**src/pdc_pkg.sv**
```systemverilog
// Constants, types and register map for the PLL divider and output configuration block
package pdc_pkg;
	localparam logic [7:0] ADDR_OE = 8'h09;
	localparam logic [7:0] ADDR_B1 = 8'h0C;
	localparam logic [7:0] ADDR_PFH = 8'h40;
	localparam logic [7:0] ADDR_FBL = 8'h41;
	localparam logic [7:0] ADDR_ODP = 8'h42;
	localparam logic [7:0] ADDR_OSS = 8'h45;
	localparam logic [7:0] ADDR_B2 = 8'h47;
	localparam logic [2:0] PFH_FIXED = 3'h6;
	localparam int PFH_FIXED_LSB = 5;
	localparam logic [4:0] PFH_WMASK = 5'h1F;
	localparam int PUMP_LSB = 2;
	localparam int OE_FIRST_BIT = 3;
	localparam int OE_SECOND_BIT = 4;
	localparam int SRC_BIT = 7;
	localparam int ODD_BIT = 7;
	localparam int SRC1_LSB = 4;
	localparam int SRC2_LSB = 1;
	localparam logic [11:0] FB_OFFSET = 12'h004;
	localparam logic [7:0] PREDIV_OFFSET = 8'h02;
	localparam logic [6:0] DIV_MIN_RUN = 7'h02;
	localparam logic [7:0] RST_OE = 8'h08;
	localparam logic [7:0] RST_BANK = 8'h08;
	localparam logic [4:0] RST_PFH = 5'h00;
	localparam logic [7:0] RST_FBL = 8'h00;
	localparam logic [7:0] RST_ODP = 8'h00;
	localparam logic [5:0] RST_OSS = 6'h07;
	localparam logic [7:0] RD_NONE = 8'h00;

	typedef enum logic [2:0] {
		PDC_SRC_REF = 3'b000,
		PDC_SRC_B1_DIV = 3'b001,
		PDC_SRC_B1_HALF = 3'b010,
		PDC_SRC_B1_THIRD = 3'b011,
		PDC_SRC_B2_DIV = 3'b100,
		PDC_SRC_B2_HALF = 3'b101,
		PDC_SRC_B2_QUARTER = 3'b110,
		PDC_SRC_RESERVED = 3'b111
	} pdc_src_t;

	typedef struct packed {
		logic use_ref;
		logic [6:0] divisor;
	} pdc_bank_cfg_t;

	typedef struct packed {
		logic div_out;
		logic half_out;
		logic third_out;
		logic quarter_out;
	} pdc_bank_out_t;

	typedef struct packed {
		logic [11:0] total_mult;
		logic [7:0] total_prediv;
		logic [2:0] pump_code;
	} pdc_pll_cfg_t;
endpackage

```
**src/pdc_top.sv**
```systemverilog
// Register file, post dividers and output crosspoint of the PLL clock generator
`timescale 1ns/10ps
module pdc_top (
	// Clock and reset
	input wire logic clk_sys,
	input wire logic rst_n,
	// Clock ticks, one cycle each
	input wire logic vco_tick,
	input wire logic ref_tick,
	// Register port
	input wire logic reg_wr,
	input wire logic [7:0] reg_addr,
	input wire logic [7:0] reg_wdata,
	output logic [7:0] reg_rdata,
	// PLL settings
	output pdc_pkg::pdc_pll_cfg_t pll_cfg,
	// Clock pins
	output logic first_output_pin,
	output logic second_output_pin_o,
	output logic second_output_pin_oe
);

	////////////////////////////////////////////////////////////////////////
	// Registers
	logic [7:0] oe_r;
	pdc_pkg::pdc_bank_cfg_t bank_cfg_r [2];
	logic [4:0] pfh_r;
	logic [7:0] fbl_r;
	logic [7:0] odp_r;
	logic [5:0] oss_r;
	logic [7:0] rdata_nxt;

	function automatic logic wr_hit(input logic wr, input logic [7:0] addr,
			input logic [7:0] target);
		wr_hit = wr && (addr == target);
	endfunction

	// Output enables, only the two enable bits hold a one
	always_ff @(posedge clk_sys) begin
		if (!rst_n) begin
			oe_r <= pdc_pkg::RST_OE;
		end else if (wr_hit(reg_wr, reg_addr, pdc_pkg::ADDR_OE)) begin
			oe_r <= '0;
			oe_r[pdc_pkg::OE_FIRST_BIT] <= reg_wdata[pdc_pkg::OE_FIRST_BIT];
			oe_r[pdc_pkg::OE_SECOND_BIT] <= reg_wdata[pdc_pkg::OE_SECOND_BIT];
		end
	end

	// Bank sources and divisors
	always_ff @(posedge clk_sys) begin
		if (!rst_n) begin
			bank_cfg_r[0] <= pdc_pkg::RST_BANK;
			bank_cfg_r[1] <= pdc_pkg::RST_BANK;
		end else begin
			if (wr_hit(reg_wr, reg_addr, pdc_pkg::ADDR_B1)) begin
				bank_cfg_r[0] <= reg_wdata;
			end
			if (wr_hit(reg_wr, reg_addr, pdc_pkg::ADDR_B2)) begin
				bank_cfg_r[1] <= reg_wdata;
			end
		end
	end

	// Pump code and upper feedback bits
	always_ff @(posedge clk_sys) begin
		if (!rst_n) begin
			pfh_r <= pdc_pkg::RST_PFH;
		end else if (wr_hit(reg_wr, reg_addr, pdc_pkg::ADDR_PFH)) begin
			pfh_r <= reg_wdata[4:0] & pdc_pkg::PFH_WMASK;
		end
	end

	// Lower feedback bits
	always_ff @(posedge clk_sys) begin
		if (!rst_n) begin
			fbl_r <= pdc_pkg::RST_FBL;
		end else if (wr_hit(reg_wr, reg_addr, pdc_pkg::ADDR_FBL)) begin
			fbl_r <= reg_wdata;
		end
	end

	// Odd bit and predivider
	always_ff @(posedge clk_sys) begin
		if (!rst_n) begin
			odp_r <= pdc_pkg::RST_ODP;
		end else if (wr_hit(reg_wr, reg_addr, pdc_pkg::ADDR_ODP)) begin
			odp_r <= reg_wdata;
		end
	end

	// Output source codes
	always_ff @(posedge clk_sys) begin
		if (!rst_n) begin
			oss_r <= pdc_pkg::RST_OSS;
		end else if (wr_hit(reg_wr, reg_addr, pdc_pkg::ADDR_OSS)) begin
			oss_r <= reg_wdata[6:1];
		end
	end

	////////////////////////////////////////////////////////////////////////
	// Read back
	always_comb begin
		case (reg_addr)
			pdc_pkg::ADDR_OE: rdata_nxt = oe_r;
			pdc_pkg::ADDR_B1: rdata_nxt = bank_cfg_r[0];
			pdc_pkg::ADDR_B2: rdata_nxt = bank_cfg_r[1];
			pdc_pkg::ADDR_PFH: rdata_nxt = {pdc_pkg::PFH_FIXED, pfh_r};
			pdc_pkg::ADDR_FBL: rdata_nxt = fbl_r;
			pdc_pkg::ADDR_ODP: rdata_nxt = odp_r;
			pdc_pkg::ADDR_OSS: rdata_nxt = {1'b1, oss_r, 1'b1};
			default: rdata_nxt = pdc_pkg::RD_NONE;
		endcase
	end

	always_ff @(posedge clk_sys) begin
		if (!rst_n) begin
			reg_rdata <= pdc_pkg::RD_NONE;
		end else begin
			reg_rdata <= rdata_nxt;
		end
	end

	////////////////////////////////////////////////////////////////////////
	// PLL arithmetic
	logic [9:0] feedback_base_value;
	logic feedback_odd_bit;
	logic [11:0] mult_nxt;
	logic [7:0] prediv_nxt;

	assign feedback_base_value = {pfh_r[1:0], fbl_r};
	assign feedback_odd_bit = odp_r[pdc_pkg::ODD_BIT];
	// Range 8 to 2055 fits in twelve bits
	assign mult_nxt = 12'(({2'b00, feedback_base_value} + pdc_pkg::FB_OFFSET) << 1)
		+ {11'h000, feedback_odd_bit};
	assign prediv_nxt = {1'b0, odp_r[6:0]} + pdc_pkg::PREDIV_OFFSET;

	always_ff @(posedge clk_sys) begin
		if (!rst_n) begin
			pll_cfg <= '0;
		end else begin
			pll_cfg.total_mult <= mult_nxt;
			pll_cfg.total_prediv <= prediv_nxt;
			pll_cfg.pump_code <= pfh_r[pdc_pkg::PUMP_LSB +: 3];
		end
	end

	////////////////////////////////////////////////////////////////////////
	// Divider banks
	logic [1:0] bank_tick;
	logic [6:0] cnt_r [2];
	logic [6:0] n_act_r [2];
	logic [1:0] c3_r [2];
	pdc_pkg::pdc_bank_out_t bank_out_r [2];
	logic [1:0] bank_wrap;

	function automatic logic [6:0] run_div(input logic [6:0] d);
		run_div = (d < pdc_pkg::DIV_MIN_RUN) ? pdc_pkg::DIV_MIN_RUN : d;
	endfunction

	always_comb begin
		for (int b = 0; b < 2; b++) begin
			bank_tick[b] = bank_cfg_r[b].use_ref ? ref_tick : vco_tick;
			bank_wrap[b] = bank_tick[b] && (cnt_r[b] >= n_act_r[b] - 7'h01);
		end
	end

	// Tick counters
	always_ff @(posedge clk_sys) begin
		if (!rst_n) begin
			for (int b = 0; b < 2; b++) begin
				cnt_r[b] <= '0;
			end
		end else begin
			for (int b = 0; b < 2; b++) begin
				if (bank_wrap[b]) begin
					cnt_r[b] <= '0;
				end else if (bank_tick[b]) begin
					cnt_r[b] <= cnt_r[b] + 7'h01;
				end
			end
		end
	end

	// New divisor only at wrap, so no runt cycle
	always_ff @(posedge clk_sys) begin
		if (!rst_n) begin
			for (int b = 0; b < 2; b++) begin
				n_act_r[b] <= pdc_pkg::RST_BANK[6:0];
			end
		end else begin
			for (int b = 0; b < 2; b++) begin
				if (bank_wrap[b]) begin
					n_act_r[b] <= run_div(bank_cfg_r[b].divisor);
				end
			end
		end
	end

	// Modulo three count restarted at wrap
	always_ff @(posedge clk_sys) begin
		if (!rst_n) begin
			for (int b = 0; b < 2; b++) begin
				c3_r[b] <= '0;
			end
		end else begin
			for (int b = 0; b < 2; b++) begin
				if (bank_wrap[b]) begin
					c3_r[b] <= '0;
				end else if (bank_tick[b]) begin
					c3_r[b] <= (c3_r[b] == 2'h2) ? 2'h0 : c3_r[b] + 2'h1;
				end
			end
		end
	end

	always_ff @(posedge clk_sys) begin
		if (!rst_n) begin
			bank_out_r[0] <= '0;
			bank_out_r[1] <= '0;
		end else begin
			for (int b = 0; b < 2; b++) begin
				// All fixed outputs restart high at the divisor wrap
				bank_out_r[b].div_out <= cnt_r[b] < (n_act_r[b] >> 1);
				bank_out_r[b].half_out <= ~cnt_r[b][0];
				bank_out_r[b].third_out <= c3_r[b] == 2'h0;
				bank_out_r[b].quarter_out <= ~cnt_r[b][1];
			end
		end
	end

	////////////////////////////////////////////////////////////////////////
	// Output crosspoint
	logic ref_level_r;
	logic [2:0] sel_act_r [2];
	logic [1:0] pin_r;
	logic [1:0] en_act_r;
	logic [2:0] sel_req [2];
	logic [1:0] en_req;

	function automatic logic src_level(input logic [2:0] code, input logic rlev,
			input pdc_pkg::pdc_bank_out_t o1, input pdc_pkg::pdc_bank_out_t o2);
		case (pdc_pkg::pdc_src_t'(code))
			pdc_pkg::PDC_SRC_REF: src_level = rlev;
			pdc_pkg::PDC_SRC_B1_DIV: src_level = o1.div_out;
			pdc_pkg::PDC_SRC_B1_HALF: src_level = o1.half_out;
			pdc_pkg::PDC_SRC_B1_THIRD: src_level = o1.third_out;
			pdc_pkg::PDC_SRC_B2_DIV: src_level = o2.div_out;
			pdc_pkg::PDC_SRC_B2_HALF: src_level = o2.half_out;
			pdc_pkg::PDC_SRC_B2_QUARTER: src_level = o2.quarter_out;
			default: src_level = 1'b0;
		endcase
	endfunction

	assign sel_req[0] = oss_r[pdc_pkg::SRC1_LSB - 1 +: 3];
	assign sel_req[1] = oss_r[pdc_pkg::SRC2_LSB - 1 +: 3];
	assign en_req[0] = oe_r[pdc_pkg::OE_FIRST_BIT];
	// Second pin is an output only when enabled with a real source
	assign en_req[1] = oe_r[pdc_pkg::OE_SECOND_BIT]
		&& (sel_req[1] != pdc_pkg::PDC_SRC_RESERVED);

	// Reference shown as half the tick rate
	always_ff @(posedge clk_sys) begin
		if (!rst_n) begin
			ref_level_r <= 1'b0;
		end else if (ref_tick) begin
			ref_level_r <= ~ref_level_r;
		end
	end

	always_ff @(posedge clk_sys) begin
		if (!rst_n) begin
			sel_act_r[0] <= pdc_pkg::PDC_SRC_REF;
			sel_act_r[1] <= pdc_pkg::PDC_SRC_RESERVED;
			en_act_r <= '0;
			pin_r <= '0;
		end else begin
			for (int p = 0; p < 2; p++) begin
				// Switch only while pin and new source are both low
				if (!pin_r[p] && !src_level(sel_req[p], ref_level_r,
						bank_out_r[0], bank_out_r[1])) begin
					sel_act_r[p] <= sel_req[p];
					en_act_r[p] <= en_req[p];
				end else if (!en_req[p] && !src_level(sel_act_r[p], ref_level_r,
						bank_out_r[0], bank_out_r[1])) begin
					en_act_r[p] <= 1'b0;
				end
				// Disabled output rests low, falling only from high normally
				if (en_act_r[p] || pin_r[p]) begin
					pin_r[p] <= en_act_r[p] && src_level(sel_act_r[p], ref_level_r,
						bank_out_r[0], bank_out_r[1]);
				end else begin
					pin_r[p] <= 1'b0;
				end
			end
		end
	end

	always_ff @(posedge clk_sys) begin
		if (!rst_n) begin
			first_output_pin <= 1'b0;
			second_output_pin_o <= 1'b0;
			second_output_pin_oe <= 1'b0;
		end else begin
			first_output_pin <= pin_r[0];
			second_output_pin_o <= pin_r[1] && en_req[1];
			second_output_pin_oe <= en_req[1];
		end
	end

endmodule // pdc_top

```
**config.mk**
```make
export PLATFORM = sky130hd
export DESIGN_NAME = pdc_top
export DESIGN_NICKNAME = d
export VERILOG_FILES = /design/src/pdc_pkg.sv /design/src/pdc_top.sv
export SDC_FILE = /design/constraint.sdc
export NUM_CORES = 1
export LEC_CHECK = 0
export BUFFER_PORTS_ARGS = -buffer_cell sky130_fd_sc_hd__buf_4
export CAP_MARGIN = 10
export CORE_MARGIN = 8
export CORE_UTILIZATION = 35
export CTS_CLUSTER_SIZE = 24
export DETAILED_ROUTE_END_ITERATION = 12
export GPL_TIMING_DRIVEN = 0
export PLACE_DENSITY = 0.56
export RECOVER_POWER = 100
export SYNTH_ARGS = -nofsm -noshare
export SYNTH_HDL_FRONTEND = slang
export SYNTH_SLANG_ARGS = --single-unit
```
**constraint.sdc**
```tcl
create_clock -name clk_sys -period 3.8 [get_ports clk_sys]
set_clock_uncertainty 0.15 [all_clocks]
set_input_delay 0.19 -clock clk_sys [delete_from_list [all_inputs] [get_ports clk_sys]]
set_output_delay 0.19 -clock clk_sys [all_outputs]
set_load 0.1 [all_outputs]
```
After elaboration in Yosys (flattened, before gate mapping)
Memories as Yosys holds them, arrays and structs flattened.
Index checks and enable logic that the tools add are counted.
{"block": "word_totals", "ram_bits": 62, "mem_count": 6, "wordCells": 211, "output_inout_bits": 34, "latch_bits": 0, "romBits": 0, "reg_bits": 68, "in_bits": 21}
{"name": "bank_cfg_r", "depth": 2, "width": 8, "rd": 2, "rd_ports_with_merged_regs": 0, "write_ports": 2, "line": "pdc_top.sv:26", "rtl": "pdc_pkg::pdc_bank_cfg_t bank_cfg_r [2];"}
{"name": "cnt_r", "depth": 2, "width": 7, "rd": 2, "rd_ports_with_merged_regs": 0, "write_ports": 2, "line": "pdc_top.sv:150", "rtl": "logic [6:0] cnt_r [2];"}
{"name": "n_act_r", "depth": 2, "width": 7, "rd": 2, "rd_ports_with_merged_regs": 0, "write_ports": 2, "line": "pdc_top.sv:151", "rtl": "logic [6:0] n_act_r [2];"}
{"name": "bank_out_r", "depth": 2, "width": 4, "rd": 2, "rd_ports_with_merged_regs": 0, "write_ports": 2, "line": "pdc_top.sv:153", "rtl": "pdc_pkg::pdc_bank_out_t bank_out_r [2];"}
{"name": "sel_act_r", "depth": 2, "width": 3, "rd": 2, "rd_ports_with_merged_regs": 0, "write_ports": 2, "line": "pdc_top.sv:234", "rtl": "logic [2:0] sel_act_r [2];"}
{"name": "c3_r", "depth": 2, "width": 2, "rd": 2, "rd_ports_with_merged_regs": 0, "write_ports": 2, "line": "pdc_top.sv:152", "rtl": "logic [1:0] c3_r [2];"}
{"block": "op_classes", "reduce_logical": 37, "bitwise_logic": 27, "n_shift": 0, "n_mux": 75, "div": 0, "order_cmp": 6, "multipliers": 0, "n_addsub": 9, "eq_ne": 34}
{"cell": "$mux 7", "n": 8}
{"cell": "$pmux 8 s7", "n": 1}
{"cell": "$mux 1", "n": 52}
{"cell": "$eq 8x7->1 const B", "n": 5}
{"cell": "$eq 3x3->1 const B", "n": 12}
{"cell": "$pmux 1 s7", "n": 4}
{"cell": "$eq 3x2->1 const B", "n": 8}
{"cell": "$or 1x1->1", "n": 22}
{"cell": "$logic_and 1x1->1", "n": 17}
{"cell": "$eq 8x4->1 const B", "n": 2}
{"cell": "$mux 8", "n": 2}
{"cell": "$add 7x1->7 const B", "n": 2}
{"cell": "$ge 7x7->1", "n": 2}
{"cell": "$lt 7x2->1 const B", "n": 2}
{"cell": "$lt 7x6->1", "n": 2}
{"cell": "$sub 7x1->7 const B", "n": 2}
{"cell": "$add 12x1->12", "n": 1}
{"cell": "$eq 3x1->1 const B", "n": 4}
{"cell": "$logic_not 3->1", "n": 4}
{"cell": "$mux 2", "n": 6}
{"cell": "$add 10x3->11 const B", "n": 1}
{"cell": "$add 7x2->8 const B", "n": 1}
{"cell": "$logic_not 1->1", "n": 8}
{"cell": "$mux 3", "n": 2}
{"cell": "other kinds (8)", "n": 18}

Longest topological paths before layout
Gate-level depths: netlist (run 1).
{"block": "depth", "depth_word": 11, "ltp_mapped": 12, "mapped_depth_nobuf": 11}

Least setup slack after synthesis (run 1)
No wires, ideal clock.
{"block": "synth_timing", "path_type": "register to register", "startpoint": "mem n_act_r[1][0] (netlist: n_act_r[0][7])", "endpoint": "mem n_act_r[1][3] (netlist: n_act_r[0][10]) (enable)", "arrival_time_ns": 2.117, "slack_ns": 1.153, "path_stages_with_launch": 11, "required_time_ns": 3.269, "setup_time_ns": 0.381, "n_path_buf": 0, "period_less_slack_ns": 2.647, "cell_sequence": "edfxtp_1 inv_1 ha_1 nand3_1 nor3_1 xnor2_1 ha_1 nand2_1 o21ai_0 a21oi_1 o21ai_0"}
{"item": "start: declaration", "line": "pdc_top.sv:151"}

==> flow_summary.yaml, run 1 <==
worst_hold_path:
  min_path_cells: 4
  min_to: "oe_r[3]"
  worst_hold_startpoint: "reg_wr"
  hp-class: "in -> reg"
clock_tree:
  clkSinkCount: 126
  cts_root_buf: "clkbuf_16"
  cts_made_buffers: 17
  cts_resized: 0
  post-cts-setup-buffer-count: 0
  h-tree-depth: 4
  clockBufferDepth: 2
  clk_latency_ns: 0.43
  cts_hold_buf: 9
  clkTransAtPathRegs_ns: 0.06
  cts_tree: "yes"
detailed_routing:
  via_per_inst: 5.02
  antenna_left: 0
  dr_wl_met3_um: 748
  top_layer: "met4"
  dr.pass1.iters: 5
  drt_first_iter_violations: 442
  drc: 0
  wl_met2_um: 7280
  vias: 4564
  wl_per_cell_um: 17.0
  m1WireLength_um: 7070
  wirelength_um: 15400
layout:
  drive_above_1_share_pct: 10.2
  diodes: 0
  areaGrowthSynthToFinish_pct: 19.8
  fin_nets: 724
yosys:
  yosysMostFrequentCell: "dfxtp_1"
  synth_seq_cells: 126
  synthDistinctLibCells: 52
  synth_top_flop_cell: "dfxtp_1"
  syn_nets: 644
  syn_area_um2: 6060
  synthTopCellsByCount: "dfxtp_1, nor2_1, edfxtp_1"
  avgSynthCellArea_um2: 10.3
  yosysTopAreaCell: "edfxtp_1"
  syn_inst: 591
  synth_enable_flop_cells: 52
  synth-warning-count: 0
  async_flop_share_pct: 0
  yosysSeqAreaShare_pct: 50.2
  yosysTopAreaCellShare_pct: 25.8
  synth_area_leaders: "edfxtp_1, dfxtp_1, ha_1, nor2_1, mux2i_1"
die:
  fp.dieArea_um2: 21800
  dieHeight_um: 148
  start_util_pct: 35.4
  fp.dieW_um: 148
  num_rows: 48
  io_pins: 55
  core_area_um2: 17100
timing:
  hold_viol_final: 0
  whs_ns: 0.0949
  rsz0062_at_grt: "false"
  worstMarginPinSlew_ns: 1.69
  setup_tns_ns: 0
  fin_crit_ns: 3.23
  achievable-frequency_mhz: 310
  drv_slew: 9
  period_share_pct: 84.9
  setup_viol: 0
  slew_headroom_pct: -14.4
critical_path:
  r2r_cells: 12
  critPathKind: "reg -> reg"
  critPathMostFrequentCell: "ha_1"
  critical_path_arrival_ns: 3.36
  crit_path_start: "n_act_r[0][0]"
  path_max_fanout: 10
  max_stage_delay_ns: 0.62
  cp-start-kind: "flop"
  cp_slowest_cell: "o32ai_1"
  crit_path_cell_trace: "inv_1 > ha_1 > nand3_1 > nor3_1 > xnor2_1 > ha_1 > nand2_1 > o21ai_0 > a21oi_1 > o32ai_1 > clkbuf_1 > and2_0"
  regToRegSetupSlack_ns: 0.57
  r2r-end: "n_act_r[0][6]"
  endpoint_kind: "flop"
  critPathRequiredTime_ns: 3.93
  regToRegStartpoint: "n_act_r[0][0]"
placement:
  hpwl_um: 11600
  port_buffers: 52
  place_congestion: 0.904
outcome:
  outcome: "finished, violations left"
  violations: "capacitance limit, slew limit"
global_routing:
  grt_pass1_vias: 4614
  grt_usage_pct: 14.4
  grt-ovfl-total: 0
  grt_pass1_wl_um: 24400
  grt_max_degree: 17
  antenna_found_initial: 0
run:
  drv_cap: 1
power:
  p_sw_uw: 936
  cellLeakagePower_nw: 2.80
  p_seq_share_pct: 42.7
  clock_power_share_pct: 46.9
  p_comb_share_pct: 10.4
  swShare_pct: 26.0
  peakVddDrop_mv: 0.314
  powerDensity_nw_per_um2: 496
  p_int_mw: 2.67
[flip-flops by register name, summed over array words and instances (netlist names), 2 cells and up]
| name | flops |
|---|---|
| odp_r | 8 |
| bank_cfg_r | 16 |
| bank_out_r | 6 |
| c3_r | 2 |
| fbl_r | 8 |
| reg_rdata | 8 |
| sel_act_r | 6 |
| pin_r | 2 |
| oss_r | 6 |
| pfh_r | 5 |
| cnt_r | 14 |
| oe_r | 2 |
| n_act_r | 14 |
| en_act_r | 2 |
| pll_cfg | 23 |
[power by group through the flow]
stage	logic [mW]	registers [mW]	clock network [mW]
floorplan	0.258	1.56	0
global placement	0.358	1.57	0
detailed placement	0.373	1.57	0
CTS	0.383	1.54	1.73
global route	0.420	1.55	1.77
finish	0.373	1.54	1.69
[how the worst max path moves through the flow]
stage                           endpoint  slack [ns]
final                      n_act_r[0][6]        0.57
after floorplan           n_act_r[0][10]        1.15
after detailed placement  n_act_r[0][13]        0.62
after CTS                 n_act_r[0][13]        0.57
after global routing      n_act_r[0][13]        0.27
after global placement    n_act_r[0][11]        0.71
[cell type report]
class,count,area [um2]
Fill cell,1637,9850
Sequential cell,126,3040
Multi-Input combinational cell,414,2770
Clock buffer,18,450
Timing Repair Buffer,61,349
Tap cell,225,282
Clock inverter,14,173
Buffer,26,104
Inverter,25,93.8
[cells by family after synthesis]
group | after synthesis | synth area share [%]
buf+inv | 51 | 3.34
xor+xnor | 31 | 4.48
compound gates | 83 | 9.02
simple gates | 230 | 19.0
fa+ha+maj | 32 | 6.60
flops | 126 | 50.2
mux | 38 | 7.35
[cell usage in the layout (no fill, tap or decap), types with 9 or more instances in the layout]
master         count
dfxtp_1           74
nor2_1            68
clkbuf_1          57
edfxtp_1          52
nand2_1           44
nand3_1           36
a21oi_1           34
ha_1              32
inv_1             25
xnor2_1           22
mux2i_1           22
and2_0            22
clkbuf_16         18
buf_4             17
o21ai_0           15
mux2_2            12
and3_1            12
nor3_1             9
nor2b_1            9
nand2b_1           9
xor2_1             9
dlygate4sd3_1      9
[worst max-delay path: cells and delay by family (launching register included)]
kind / cells / cell delay, ns
buffers and inverters: 2 / 0.43
adders and majority gates: 2 / 0.48
and+or+nand+nor: 4 / 0.58
AOI/OAI and AO/OA: 3 / 0.92
DFF: 1 / 0.40
xor gates and xnor gates: 1 / 0.11
[layer usage]
metal  vias up  track usage (%)
met1      2164             17.6
met5         -                0
met3        22             3.64
met2       124             22.7
li1       2254                -
met4         0             8.11
[metrics by stage]
stage          total power [mW]  cell area, um2  utilization [%]  std cells  setup WS, ns
3_3_place_gp               1.92            6740             39.3        868         0.714
5_1_grt                    3.74            7270             42.4        909         0.268
6_report                   3.60            7270             42.4        909         0.574
4_1_cts                    3.65            7450             43.5        909         0.572
2_1_floorplan              1.81            6060                -        591          1.15
3_5_place_dp               1.94            6740             39.3        868         0.617
No activity file was read; power rests on OpenSTA's default activity.
==> inputs of run 2 (changes only) <==
- ABC_AREA: not set -> 1
- clock period: 3.8 -> 3.1 ns (I/O delays scaled with it)
==> run 2 against run 1 <==
Effect of this change: the flow now finishes without violations; clock power up 19%; wire length up 6.3%; combinational power up 25%; synthesized cell count up 29%; setup slack worse by 0.20 ns; maximum frequency up 18%; power up 21%; count of clock-buffer cells in the layout up 8; via count up 14%; design area up 2.7%; hold slack worse by 0.047 ns; global-route usage up 0.78 points; critical path type unchanged; critical endpoint is now cnt_r[0][2]; largest cell class unchanged.
==> flow_summary.yaml, run 2 <==
die:
  core_area_um2: 17800
  fp.dieW_um: 150
  io_pins: 55
  dieHeight_um: 150
  start_util_pct: 35.3
  fp.dieArea_um2: 22500
  num_rows: 49
critical_path:
  endpoint_kind: "flop"
  critPathRequiredTime_ns: 3.20
  cp-start-kind: "flop"
  critPathKind: "reg -> reg"
  regToRegStartpoint: "n_act_r[0][0]"
  crit_path_start: "n_act_r[0][0]"
  path_max_fanout: 9
  regToRegSetupSlack_ns: 0.37
  critical_path_arrival_ns: 2.83
layout:
  fin_util_pct: 42.0
  drive_above_1_share_pct: 7.80
  layout_commonest_cell: "inv_1"
  mostFrequentLayoutCells: "inv_1, nand2_1, nor2_1"
  final.fill_count: 1833
  diodes: 0
  reg_top3: "pll_cfg: 23 flops, bank_cfg_r: 16 flops"
  final_cells: 1088
  areaGrowthSynthToFinish_pct: 19.0
  largest_reg_flops: 23
  fin_nets: 899
  top_register: "pll_cfg"
power:
  p_comb_share_pct: 10.7
  total_power_mw: 4.36
  swShare_pct: 25.2
  cellLeakagePower_nw: 3.28
  p_int_mw: 3.26
  powerDensity_nw_per_um2: 584
  p_seq_share_pct: 43.1
  p_sw_mw: 1.10
  peakVddDrop_mv: 0.380
  clock_power_share_pct: 46.2
clock_tree:
  post-cts-setup-buffer-count: 0
  clockBufferDepth: 2
  h-tree-depth: 4
  clk_latency_ns: 0.42
  clkSinkCount: 126
  cts_tree: "yes"
  cts_root_buf: "clkbuf_16"
  clkTransAtPathRegs_ns: 0.06
  cts_made_buffers: 17
yosys:
  synthTopCellsByCount: "inv_1, nand2_1, nor2_1"
  synth_top_flop_cell: "dfxtp_1"
  yosysTopAreaCell: "edfxtp_1"
  syn_inst: 762
  synth_seq_cells: 126
  yosysMostFrequentCell: "inv_1"
  avgSynthCellArea_um2: 8.23
  yosysTopAreaCellShare_pct: 24.9
  synthDistinctLibCells: 39
  yosysSeqAreaShare_pct: 48.5
  syn_area_um2: 6270
  synth_area_leaders: "edfxtp_1, dfxtp_1, inv_1, nand2_1, ha_1"
  async_flop_share_pct: 0
  synth_enable_flop_cells: 52
  syn_nets: 815
  synth-warning-count: 0
timing:
  setup_ws_ns: 0.373
  setup_tns_ns: 0
  period_share_pct: 88.0
  fin_crit_ns: 2.73
  worstMarginPinSlew_ns: 1.21
  hold_viol_final: 0
  slew_headroom_pct: 20.0
  setup_viol: 0
  rsz0062_at_grt: "false"
  drv_slew: 0
  achievable-frequency_mhz: 367
placement:
  port_buffers: 54
  dp_cells: 1046
  hpwl_um: 12400
  place_congestion: 0.862
  place_ws_ns: 0.216
run:
  drv_cap: 0
outcome:
  outcome: "finished, final reports clean"
global_routing:
  grt-ovfl-total: 0
  grt_pass1_wl_um: 26300
  grt_usage_pct: 15.2
  antenna_found_initial: 0
  grt_pass1_vias: 5148
  grt_max_degree: 17
detailed_routing:
  via_per_inst: 4.79
  wirelength_um: 16400
  antenna_left: 0
  dr.pass1.iters: 5
  vias: 5210
  drc: 0
  drt_first_iter_violations: 363
  wl_per_cell_um: 15.1
worst_hold_path:
  worst_hold_startpoint: "reg_addr[1]"
  hp-class: "in -> reg"
-- run 2: cell count changes in the layout (fill, tap and decap cells not counted), moves of 12 or more --
cell     previous run  this run
nand2_1            44       117
mux2_2             12         0
nor2_1             68        95
inv_1              25       124
nand3_1            36        72
and3_1             12         0
xnor2_1            22         6
mux2i_1            22         0
a21oi_1            34        49
o21ai_0            15        50
and2_0             22         1
nand4_1             2        14
-- run 2: critical path: stages (launching register included) --
cell and delay (ns):
edfxtp_1 0.37, inv_1 0.11, ha_1 0.19, nand3_1 0.12
nor3_1 0.23, xor2_1 0.18, ha_1 0.26, a21o_1 0.16
nor2_1 0.09, nand2_1 0.08, nor2_1 0.15, nand2_1 0.26
nor3_1 0.22
-- run 2: area by class of cell --
| class | count | area (um2) | area share (%) |
|---|---|---|---|
| sequential | 126 | 3040 | 40.8 |
| multi-input combinational | 495 | 2610 | 35.0 |
| clock buffer | 26 | 574 | 7.69 |
| inverter | 127 | 477 | 6.39 |
| timing repair buffer | 65 | 378 | 5.06 |
| tap | 229 | 287 | 3.84 |
| buffer | 14 | 57.6 | 0.771 |
| clock inverter | 6 | 37.5 | 0.503 |
-- run 2: cell families (layout without fill, tap and decap cells) --
logic type	count (synthesis)	count (layout)	share of synthesized area (%)
simple gates	332	332	24.1
flops	126	126	48.5
xor+xnor	18	18	2.51
compound gates	113	113	9.60
fa+ha+maj	32	32	6.38
buf+inv	141	238	8.94
-- run 2: path summary, 6_finish.rpt --
| kind | endpoint | cells after the start |
|---|---|---|
| min reg2reg | first_output_pin | 2 |
| max reg2reg | cnt_r[0][2] | 12 |
| min | reg_rdata[1] | 6 |
| max | cnt_r[0][2] | 12 |
-- run 2: power by group through the flow --
stage	Combinational, mW	Clock, mW	Sequential (mW)
after CTS	0.480	2.04	1.88
after detailed placement	0.468	0	1.92
after global routing	0.536	2.11	1.89
final	0.467	2.01	1.88
after floorplan	0.316	0	1.91
after global placement	0.460	0	1.92
-- run 2: metrics by stage --
| stage | area [um2] | hold slack, ns |
|---|---|---|
| after floorplan | 6270 | 0.131 |
| after global placement | 6960 | 0.284 |
| after detailed placement | 6970 | 0.290 |
| after CTS | 7680 | 0.0281 |
| after global routing | 7460 | 0.0965 |
| final | 7460 | 0.0478 |
-- run 2: metal layers --
| layer | vias up | wire length [um] | global-route usage (%) |
|---|---|---|---|
| met5 | - | 0 | 0 |
| met4 | 0 | 276 | 6.35 |
| met3 | 17 | 843 | 3.51 |
| met2 | 131 | 7470 | 24.3 |
| met1 | 2390 | 7790 | 19.2 |
| li1 | 2672 | - | - |
-- run 2: repair_timing --
item,CTS,global route
endpoints found under the setup margin,0,7
endpoints found under the hold margin,36,0
hold buffers,10,0
gates resized for setup,0,1
